### src/tmr8_regs.vh
// Purpose: constants for the 8-bit timer compare and waveform block
// Assumes: classic wishbone, 8-bit byte address, 32-bit data words
// Notes: offsets, field positions, reset values and divider masks
//
// Function
// - nonzero action field routes state to pin
// - state reaches pin only when direction outputs
// - pin override ignores the waveform select
// - compare state is its own flip-flop
// - action zero leaves state untouched at matches
// - new action applies from next match on
// - force strobe applies action at once, non-pwm
// - count sequence follows waveform select only
// - mode zero counts up, wraps ff to 00
// - overflow set as count becomes zero
// - count value writable at any time
// - mode two clears counter on match a
// - mode two sets match flag a at top
// - clear-on-match compare a unbuffered, may miss
// - action one toggles channel a per match
// - clear-on-match overflow on max to zero
// - modes three and seven count single slope
// - fast pwm clears the count after top
// - fast pwm sets overflow at top
// - actions two/three clear/set at match, reverse
// - bottom compare spikes, max compare holds level
// - fast pwm action one toggles, buffered compare
// - equal count sets match flag next tick
// - pwm compare writes buffered, loaded at top
// - clock select zero stops; cpu write wins
`ifndef TMR8_REGS_VH
`define TMR8_REGS_VH

// register byte offsets
`define TMR8_ADR_CTRL 8'h00
`define TMR8_ADR_COUNT 8'h04
`define TMR8_ADR_CMPA 8'h08
`define TMR8_ADR_CMPB 8'h0c
`define TMR8_ADR_FLAGS 8'h10
`define TMR8_ADR_FORCE 8'h14
`define TMR8_ADR_PORT 8'h18

// control field positions
`define TMR8_WGM_LSB 0
`define TMR8_CS_LSB 4
`define TMR8_COMA_LSB 8
`define TMR8_COMB_LSB 10

// flag bit positions
`define TMR8_FLG_OVF 0
`define TMR8_FLG_MATA 1
`define TMR8_FLG_MATB 2

// waveform select codes
`define TMR8_WGM_NORMAL 3'h0
`define TMR8_WGM_CLRMATCH 3'h2
`define TMR8_WGM_FAST_MAX 3'h3
`define TMR8_WGM_FAST_CMPA 3'h7

// output action codes
`define TMR8_ACT_NONE 2'h0
`define TMR8_ACT_TOGGLE 2'h1
`define TMR8_ACT_CLEAR 2'h2
`define TMR8_ACT_SET 2'h3

// count extremes
`define TMR8_MAX 8'hff
`define TMR8_BOTTOM 8'h00

// prescaler masks, tick when masked bits all ones
`define TMR8_DIV8 10'h007
`define TMR8_DIV32 10'h01f
`define TMR8_DIV64 10'h03f
`define TMR8_DIV128 10'h07f
`define TMR8_DIV256 10'h0ff
`define TMR8_DIV1024 10'h3ff

// reset values
`define TMR8_RST_BYTE 8'h00
`define TMR8_RST_ACT 2'h0
`define TMR8_RST_WGM 3'h0
`define TMR8_RST_CS 3'h0

`endif

### src/tmr8_timer.v
// Purpose: 8-bit timer with compare outputs, normal, clear-on-match, fast pwm
// Assumes: classic wishbone master on clk_i, 40 MHz
// Notes: phase correct and reserved waveform codes freeze the counter
//
// Chosen here: the register addresses and the Wishbone register port.
`timescale 1ns/1ps
`include "tmr8_regs.vh"

module tmr8_timer (
  // clock and reset
  input wire clk_i,
  input wire rst_i,
  // wishbone slave
  input wire wb_cyc_i,
  input wire wb_stb_i,
  input wire wb_we_i,
  input wire [7:0] wb_adr_i,
  input wire [3:0] wb_sel_i,
  input wire [31:0] wb_dat_i,
  output reg [31:0] wb_dat_o,
  output reg wb_ack_o,
  // compare output pins, a in bit 0, b in bit 1
  output wire [1:0] oc_pin_o,
  output wire [1:0] oc_pin_oe_n_o
);

  // control registers
  reg [2:0] waveform_select_r;
  reg [2:0] clock_select_r;
  reg [1:0] output_action_select_a_r;
  reg [1:0] output_action_select_b_r;
  reg [1:0] port_val_r;
  reg [1:0] pin_direction_bit_r;

  // counter, flags and strobes
  reg [7:0] count_value_r;
  reg [7:0] count_value_nxt;
  reg overflow_flag_r;
  reg [1:0] match_flag_r;
  reg [1:0] force_match_strobe_r;
  reg match_block_r;
  reg [9:0] pre_r;

  // per channel compare storage
  reg [7:0] cmp_buf_r [0:1];
  reg [7:0] compare_value_r [0:1];

  // bus decode
  wire bus_req;
  wire bus_wr;
  wire bus_rd;
  wire wr_ctrl;
  wire wr_count;
  wire wr_flags;
  wire wr_force;
  wire wr_port;
  wire [1:0] wr_cmp;

  // mode and event wires
  wire mode_norm;
  wire mode_clr;
  wire mode_fast;
  wire mode_ok;
  wire [7:0] top_val;
  wire at_top;
  wire tick;
  wire run;
  wire [1:0] hit;
  wire wrap;
  wire ovf_set;
  wire [1:0] compare_output_state;
  reg [9:0] div_mask;
  reg [31:0] rd_data;

  // a request is taken in the cycle before ack rises
  assign bus_req = wb_cyc_i & wb_stb_i & ~wb_ack_o;
  assign bus_wr = bus_req & wb_we_i;
  assign bus_rd = bus_req & ~wb_we_i;
  assign wr_ctrl = bus_wr & (wb_adr_i == `TMR8_ADR_CTRL);
  assign wr_count = bus_wr & (wb_adr_i == `TMR8_ADR_COUNT) & wb_sel_i[0];
  assign wr_flags = bus_wr & (wb_adr_i == `TMR8_ADR_FLAGS) & wb_sel_i[0];
  assign wr_force = bus_wr & (wb_adr_i == `TMR8_ADR_FORCE) & wb_sel_i[0];
  assign wr_port = bus_wr & (wb_adr_i == `TMR8_ADR_PORT) & wb_sel_i[0];
  assign wr_cmp[0] = bus_wr & (wb_adr_i == `TMR8_ADR_CMPA) & wb_sel_i[0];
  assign wr_cmp[1] = bus_wr & (wb_adr_i == `TMR8_ADR_CMPB) & wb_sel_i[0];

  // waveform select decode; only these codes drive the counter
  assign mode_norm = (waveform_select_r == `TMR8_WGM_NORMAL);
  assign mode_clr = (waveform_select_r == `TMR8_WGM_CLRMATCH);
  assign mode_fast = (waveform_select_r == `TMR8_WGM_FAST_MAX) ||
                     (waveform_select_r == `TMR8_WGM_FAST_CMPA);
  assign mode_ok = mode_norm | mode_clr | mode_fast;

  // top of the fast pwm sequence
  assign top_val = (waveform_select_r == `TMR8_WGM_FAST_CMPA) ?
                   compare_value_r[0] : `TMR8_MAX;
  assign at_top = (count_value_r == top_val);

  // prescaler mask from the clock select field
  always @* begin
    case (clock_select_r)
      3'h2: div_mask = `TMR8_DIV8;
      3'h3: div_mask = `TMR8_DIV32;
      3'h4: div_mask = `TMR8_DIV64;
      3'h5: div_mask = `TMR8_DIV128;
      3'h6: div_mask = `TMR8_DIV256;
      3'h7: div_mask = `TMR8_DIV1024;
      default: div_mask = 10'h000;
    endcase
  end

  // timer clock enable: one clk_i pulse per divided period
  assign tick = (clock_select_r != `TMR8_RST_CS) && ((pre_r & div_mask) == div_mask);
  assign run = tick & mode_ok & ~wr_count;

  // prescaler counter, cleared to zero while stopped
  always @(posedge clk_i) begin
    if (rst_i) begin
      pre_r <= 10'h000;
    end else if (clock_select_r == `TMR8_RST_CS) begin
      pre_r <= 10'h000;
    end else begin
      pre_r <= pre_r + 10'h001;
    end
  end

  // wrap from top to bottom in fast pwm
  assign wrap = run & mode_fast & at_top;

  // overflow events per mode
  assign ovf_set = run & (((mode_norm | mode_clr) & (count_value_r == `TMR8_MAX)) |
                          (mode_fast & at_top));

  // counter next value; cpu write overrides counting
  always @* begin
    count_value_nxt = count_value_r;
    if (wr_count) begin
      count_value_nxt = wb_dat_i[7:0];
    end else if (run) begin
      if (mode_clr && hit[0]) begin
        count_value_nxt = `TMR8_BOTTOM;
      end else if (mode_fast && at_top) begin
        count_value_nxt = `TMR8_BOTTOM;
      end else begin
        count_value_nxt = count_value_r + 8'h01;
      end
    end
  end

  // counter register and match block after a count write
  always @(posedge clk_i) begin
    if (rst_i) begin
      count_value_r <= `TMR8_RST_BYTE;
      match_block_r <= 1'b0;
    end else begin
      count_value_r <= count_value_nxt;
      if (wr_count) begin
        match_block_r <= 1'b1;
      end else if (tick) begin
        match_block_r <= 1'b0;
      end
    end
  end

  // control, port and direction registers
  always @(posedge clk_i) begin
    if (rst_i) begin
      waveform_select_r <= `TMR8_RST_WGM;
      clock_select_r <= `TMR8_RST_CS;
      output_action_select_a_r <= `TMR8_RST_ACT;
      output_action_select_b_r <= `TMR8_RST_ACT;
      port_val_r <= 2'h0;
      pin_direction_bit_r <= 2'h0;
    end else begin
      if (wr_ctrl && wb_sel_i[0]) begin
        waveform_select_r <= wb_dat_i[`TMR8_WGM_LSB +: 3];
        clock_select_r <= wb_dat_i[`TMR8_CS_LSB +: 3];
      end
      if (wr_ctrl && wb_sel_i[1]) begin
        output_action_select_a_r <= wb_dat_i[`TMR8_COMA_LSB +: 2];
        output_action_select_b_r <= wb_dat_i[`TMR8_COMB_LSB +: 2];
      end
      if (wr_port) begin
        port_val_r <= {wb_dat_i[2], wb_dat_i[0]};
        pin_direction_bit_r <= {wb_dat_i[3], wb_dat_i[1]};
      end
    end
  end

  // overflow flag: hardware only sets, software writes one to clear, set wins
  always @(posedge clk_i) begin
    if (rst_i) begin
      overflow_flag_r <= 1'b0;
    end else if (ovf_set) begin
      overflow_flag_r <= 1'b1;
    end else if (wr_flags && wb_dat_i[`TMR8_FLG_OVF]) begin
      overflow_flag_r <= 1'b0;
    end
  end

  // force strobe lasts one cycle and acts only outside pwm
  always @(posedge clk_i) begin
    if (rst_i) begin
      force_match_strobe_r <= 2'h0;
    end else if (wr_force && !mode_fast) begin
      force_match_strobe_r <= wb_dat_i[1:0];
    end else begin
      force_match_strobe_r <= 2'h0;
    end
  end

  // per channel compare, match flag and output stage
  genvar gi;
  generate
    for (gi = 0; gi < 2; gi = gi + 1) begin : g_chan
      wire [1:0] act;
      assign act = (gi == 0) ? output_action_select_a_r : output_action_select_b_r;

      // comparator, gated by the timer tick and the write block
      assign hit[gi] = run & ~match_block_r & (count_value_r == compare_value_r[gi]);

      // compare value: buffered in pwm, direct otherwise
      always @(posedge clk_i) begin
        if (rst_i) begin
          cmp_buf_r[gi] <= `TMR8_RST_BYTE;
          compare_value_r[gi] <= `TMR8_RST_BYTE;
        end else begin
          if (wr_cmp[gi]) begin
            cmp_buf_r[gi] <= wb_dat_i[7:0];
          end
          if (wr_cmp[gi] && !mode_fast) begin
            compare_value_r[gi] <= wb_dat_i[7:0];
          end else if (wrap) begin
            compare_value_r[gi] <= cmp_buf_r[gi];
          end
        end
      end

      // match flag, set wins over the write-one clear
      always @(posedge clk_i) begin
        if (rst_i) begin
          match_flag_r[gi] <= 1'b0;
        end else if (hit[gi]) begin
          match_flag_r[gi] <= 1'b1;
        end else if (wr_flags && wb_dat_i[`TMR8_FLG_MATA + gi]) begin
          match_flag_r[gi] <= 1'b0;
        end
      end

      // output state and pin override
      tmr8_oc_chan u_oc (
        .clk_i(clk_i),
        .rst_i(rst_i),
        .hit_i(hit[gi]),
        .wrap_i(wrap),
        .force_i(force_match_strobe_r[gi]),
        .pwm_i(mode_fast),
        .act_i(act),
        .port_val_i(port_val_r[gi]),
        .dir_out_i(pin_direction_bit_r[gi]),
        .state_o(compare_output_state[gi]),
        .pin_o(oc_pin_o[gi]),
        .pin_oe_n_o(oc_pin_oe_n_o[gi])
      );
    end
  endgenerate

  // read multiplexer, unmapped offsets read zero
  always @* begin
    rd_data = 32'h0000_0000;
    case (wb_adr_i)
      `TMR8_ADR_CTRL: begin
        rd_data[`TMR8_WGM_LSB +: 3] = waveform_select_r;
        rd_data[`TMR8_CS_LSB +: 3] = clock_select_r;
        rd_data[`TMR8_COMA_LSB +: 2] = output_action_select_a_r;
        rd_data[`TMR8_COMB_LSB +: 2] = output_action_select_b_r;
      end
      `TMR8_ADR_COUNT: rd_data[7:0] = count_value_r;
      `TMR8_ADR_CMPA: rd_data[7:0] = cmp_buf_r[0];
      `TMR8_ADR_CMPB: rd_data[7:0] = cmp_buf_r[1];
      `TMR8_ADR_FLAGS: rd_data[2:0] = {match_flag_r, overflow_flag_r};
      `TMR8_ADR_PORT: begin
        rd_data[3:0] = {pin_direction_bit_r[1], port_val_r[1],
                        pin_direction_bit_r[0], port_val_r[0]};
        rd_data[5:4] = compare_output_state;
      end
      default: rd_data = 32'h0000_0000;
    endcase
  end

  // one-cycle ack, read data registered with it
  always @(posedge clk_i) begin
    if (rst_i) begin
      wb_ack_o <= 1'b0;
      wb_dat_o <= 32'h0000_0000;
    end else begin
      wb_ack_o <= bus_req;
      if (bus_rd) begin
        wb_dat_o <= rd_data;
      end
    end
  end

endmodule // tmr8_timer

### src/tmr8_oc_chan.v
// Purpose: one compare output channel: state flip-flop and pin override
// Assumes: hit, wrap and force are single clk_i pulses
// Notes: pin outputs are registered
`timescale 1ns/1ps
`include "tmr8_regs.vh"

module tmr8_oc_chan (
  // clock and reset
  input wire clk_i,
  input wire rst_i,
  // events from the counter
  input wire hit_i,
  input wire wrap_i,
  input wire force_i,
  input wire pwm_i,
  // configuration
  input wire [1:0] act_i,
  input wire port_val_i,
  input wire dir_out_i,
  // state and pin
  output reg state_o,
  output reg pin_o,
  output reg pin_oe_n_o
);

  reg state_nxt;

  // waveform generator: next compare output state
  always @* begin
    state_nxt = state_o;
    if (pwm_i) begin
      if (wrap_i) begin
        // top to bottom: restore level, wins over a same-tick match
        if (act_i == `TMR8_ACT_CLEAR) begin
          state_nxt = 1'b1;
        end else if (act_i == `TMR8_ACT_SET) begin
          state_nxt = 1'b0;
        end
      end
      if (hit_i && !(wrap_i && act_i[1])) begin
        case (act_i)
          `TMR8_ACT_TOGGLE: state_nxt = ~state_o;
          `TMR8_ACT_CLEAR: state_nxt = 1'b0;
          `TMR8_ACT_SET: state_nxt = 1'b1;
          default: state_nxt = state_o;
        endcase
      end
    end else if (hit_i || force_i) begin
      case (act_i)
        `TMR8_ACT_TOGGLE: state_nxt = ~state_o;
        `TMR8_ACT_CLEAR: state_nxt = 1'b0;
        `TMR8_ACT_SET: state_nxt = 1'b1;
        default: state_nxt = state_o;
      endcase
    end
  end

  // state flip-flop separate from the pin, plus pin mux
  always @(posedge clk_i) begin
    if (rst_i) begin
      state_o <= 1'b0;
      pin_o <= 1'b0;
      pin_oe_n_o <= 1'b1;
    end else begin
      state_o <= state_nxt;
      pin_o <= (act_i != `TMR8_ACT_NONE) ? state_o : port_val_i;
      pin_oe_n_o <= ~dir_out_i;
    end
  end

endmodule // tmr8_oc_chan

### config.mk
export PLATFORM = sky130hd
export DESIGN_NAME = tmr8_timer
export DESIGN_NICKNAME = d
export VERILOG_FILES = /design/src/tmr8_timer.v /design/src/tmr8_oc_chan.v
export VERILOG_INCLUDE_DIRS = /design/src
export SDC_FILE = /design/constraint.sdc
export NUM_CORES = 1
export LEC_CHECK = 0
export BUFFER_PORTS_ARGS = -buffer_cell sky130_fd_sc_hd__buf_2
export CAP_MARGIN = 20
export CORE_MARGIN = 4
export CORE_UTILIZATION = 45
export DETAILED_ROUTE_END_ITERATION = 8
export HOLD_SLACK_MARGIN = 0.1
export PLACE_DENSITY = 0.7
export SLEW_MARGIN = 20
export SYNTH_ARGS = -nofsm -noshare
export SYNTH_HDL_FRONTEND = slang
export SYNTH_SLANG_ARGS = --single-unit
### constraint.sdc
create_clock -name clk_i -period 2.3 [get_ports clk_i]
set_clock_uncertainty 0.2 [all_clocks]
set_input_delay 0.115 -clock clk_i [delete_from_list [all_inputs] [get_ports clk_i]]
set_output_delay 0.115 -clock clk_i [all_outputs]
set_load 0.01 [all_outputs]
==> summary.txt <==
CTS Sinks -> 89
RSZ-0062 raised after global routing -> true
Starting Density -> 46.2%
num rows -> 36
CTS tree -> done
Via-to-Cell Ratio -> 5.70
largest cells by area after synthesis -> dfxtp_1 25%, edfxtp_1 21%, nor2_1 4.7%
WP data arrival -> 2.39 ns
Max Root-Sink Buffers -> 2
via count -> 4,314
Tightest Hold Check Type -> in -> reg
drt initial violations -> 382
H-tree depth -> 3
Post-synth EDFFs -> 32
Clock Latency Late Sink -> 0.37 ns
Finished Core Util -> 59.6%
fmax -> 399 MHz
Max-Cap Viols -> 0
library cells used by synthesis -> 59
most frequent cells in the layout -> 71 x buf_4, 56 x nor2_1, 54 x dfxtp_1
sequential element share of the synthesized area -> 46.3%
Mapped Area -> 4540 um2
Nets -> 670
Synth Warn # -> 0
clk root buf -> clkbuf_8
Post-Syn Instances -> 497
fraction of layout cells with a size suffix above 1 -> 27.4%
Inserted Clock Buffers -> 9
FF/Latch Area -> 2110 um2
critical setup path kind -> reg -> reg
peak supply drop -> 0.000533 V
# diodes -> 0
most common flop cell mapped by yosys -> dfxtp_1
drt wl/cell -> 17.2 um
Final Instance Area -> 5850 um2
drt pass-1 iters -> 5
die area -> 11,800 um2
setup slack after layout -> -0.209 ns
fin. max-slew vios -> 0
Die Y -> 108 um
gr ovfl total -> 0
Synth area leader -> dfxtp_1
dpl hpwl -> 9.70 mm
Total GRT Usage -> 23.3%
Fill cells -> 854
initial antenna violation count -> 0
setup_tns -> -4.76 ns
multi-input logic area -> 2240 um2
most common cell after layout, fill and taps aside -> buf_4
Synth Register Bits -> 89
Placer Congestion -> 0.909
syn_area_per_cell -> 9.13 um2
largest net degree at the start of global routing -> 18
PD cells -> 523 nW/um2
Detail Route Antenna Nets -> 0
Core Box Area -> 9820 um2
Crit path required time -> 2.18 ns
final-report hold violation count -> 0
I/O pins -> 86
fin crit period -> 2.51 ns
global-route wire length before repair -> 21.1 mm
type of origin of the critical path -> register
run status -> complete, but fails checks
Synth top area share -> 25.1%
Total Wirelength -> 13.0 mm
Die W -> 108 um
LEAKAGE -> 2.26 nW
CP max FO -> 8
Clk pin slew, worst setup/hold paths -> 0.09 ns
ys async rst share -> 0%
Worst setup EP type -> register
Setup violations, final -> 42
final period utilization -> 109%
vias in the first global route -> 4,222
remaining routing DRC violations -> 0
synthesis-to-finish area growth -> 28.9%
# port buffers -> 43
R2R setup slack -> -0.21 ns
placed cell areas -> 5260 um2
failing checks -> negative setup slack
-- cells in the mapped netlist (3+ instances only) --
master / number
nand4_1: 7
buf_4: 27
a222oi_1: 3
mux2_2: 3
edfxtp_1: 32
o211ai_1: 7
nor4_1: 4
mux2i_1: 9
or4_1: 3
nand3_1: 23
a22oi_1: 14
a21oi_1: 30
a221oi_1: 6
buf_2: 3
and3_1: 10
o22ai_1: 3
nor2_1: 57
nand2_1: 34
a22o_1: 16
nand3b_1: 3
or2_2: 3
inv_1: 17
a31oi_1: 6
or3_1: 4
xnor2_1: 14
nor2b_1: 6
and2_1: 9
nor3_1: 14
clkbuf_1: 16
o21ai_0: 18
dfxtp_1: 57
-- kinds of logic (layout without fill, tap and decap cells) --
group	after synthesis	after routing	synth area share, %
compound gates	121	121	18.4
xor+xnor	16	16	3.09
fa+ha+maj	2	2	0.551
buf+inv	70	178	8.46
flops	89	89	46.3
mux	12	12	2.73
other cells	1	20	0.0826
simple gates	186	186	20.4
-- registers in the layout, summed over array words and instances (netlist names) --
signal and flops:
wb_dat_o 12, match_flag_r 2, g_chan.u_oc.state_o 2, clock_select_r 3, g_chan.u_oc.pin_oe_n_o 2, count_value_r 8, pin_direction_bit_r 2, match_block_r 1
wb_ack_o 1, port_val_r 2, cmp_buf_r 16, g_chan.u_oc.pin_o 2, g_chan.act 4, compare_value_r 16, overflow_flag_r 1, waveform_select_r 3
force_match_strobe_r 2, pre_r 10
-- report_power, final --
group / total [mW] / internal [mW] / switching (mW)
sequential: 1.68 / 1.66 / 0.0209
combinational: 0.222 / 0.0926 / 0.130
clock: 1.16 / 0.606 / 0.554
-- layout make-up --
cell class / count / area share [%]
Clock buffer: 13 / 2.93
Inverter: 20 / 1.41
Sequential cell: 89 / 36.0
Tap cell: 133 / 2.84
Clock inverter: 3 / 0.770
Timing Repair Buffer: 142 / 17.8
Multi-Input combinational cell: 357 / 38.2
-- per-stage QoR --
step | hold slack [ns] | power [mW] | cells | setup slack (ns)
6_report | 0.109 | 3.06 | 757 | -0.209
5_1_grt | 0.143 | 3.16 | 757 | -0.277
4_1_cts | 0.104 | 3.06 | 753 | -0.164
3_5_place_dp | 0.169 | 1.90 | 714 | -0.254
3_3_place_gp | 0.147 | 1.90 | 714 | -0.194
2_1_floorplan | 0.0589 | 1.82 | 516 | -0.147
-- timing repair --
| action | 4_1_cts | 5_1_grt |
|---|---|---|
| endpoints found under the hold margin | 70 | 0 |
| cloned | 0 | 1 |
| resized for setup | 11 | 19 |
| pin swaps | 13 | 14 |
| hold buffers | 22 | 0 |
| setup buffers | 1 | 3 |
| setup endpoints to repair | 42 | 52 |
-- final timing paths --
| kind | from | end | depth (start not counted) |
|---|---|---|---|
| hold / removal | wb_stb_i | force_match_strobe_r[1] | 6 |
| setup reg to reg | compare_value_r[0][6] | compare_value_r[1][4] | 9 |
| setup / recovery | compare_value_r[0][6] | compare_value_r[1][4] | 9 |
| hold reg to reg | pin_direction_bit_r[1] | g_chan[1].u_oc.pin_oe_n_o | 1 |
-- worst max-delay path: stages (launching register included) --
cell and delay [ns]:
edfxtp_1 0.36, buf_4 0.11, o22ai_2 0.06, or4_4 0.56, buf_6 0.15, a211oi_4 0.24
nand2_2 0.11, buf_6 0.14, o211ai_1 0.08, buf_4 0.21
-- routing by layer --
layer,part of all wire [%],global-route usage [%],up-vias
met5,0,0,-
met4,3.4,10.2,0
met3,6.7,4.90,35
met2,47,37.6,192
met1,43,30.2,2064
li1,-,-,2023
Power figures use the tool's default switching activity.
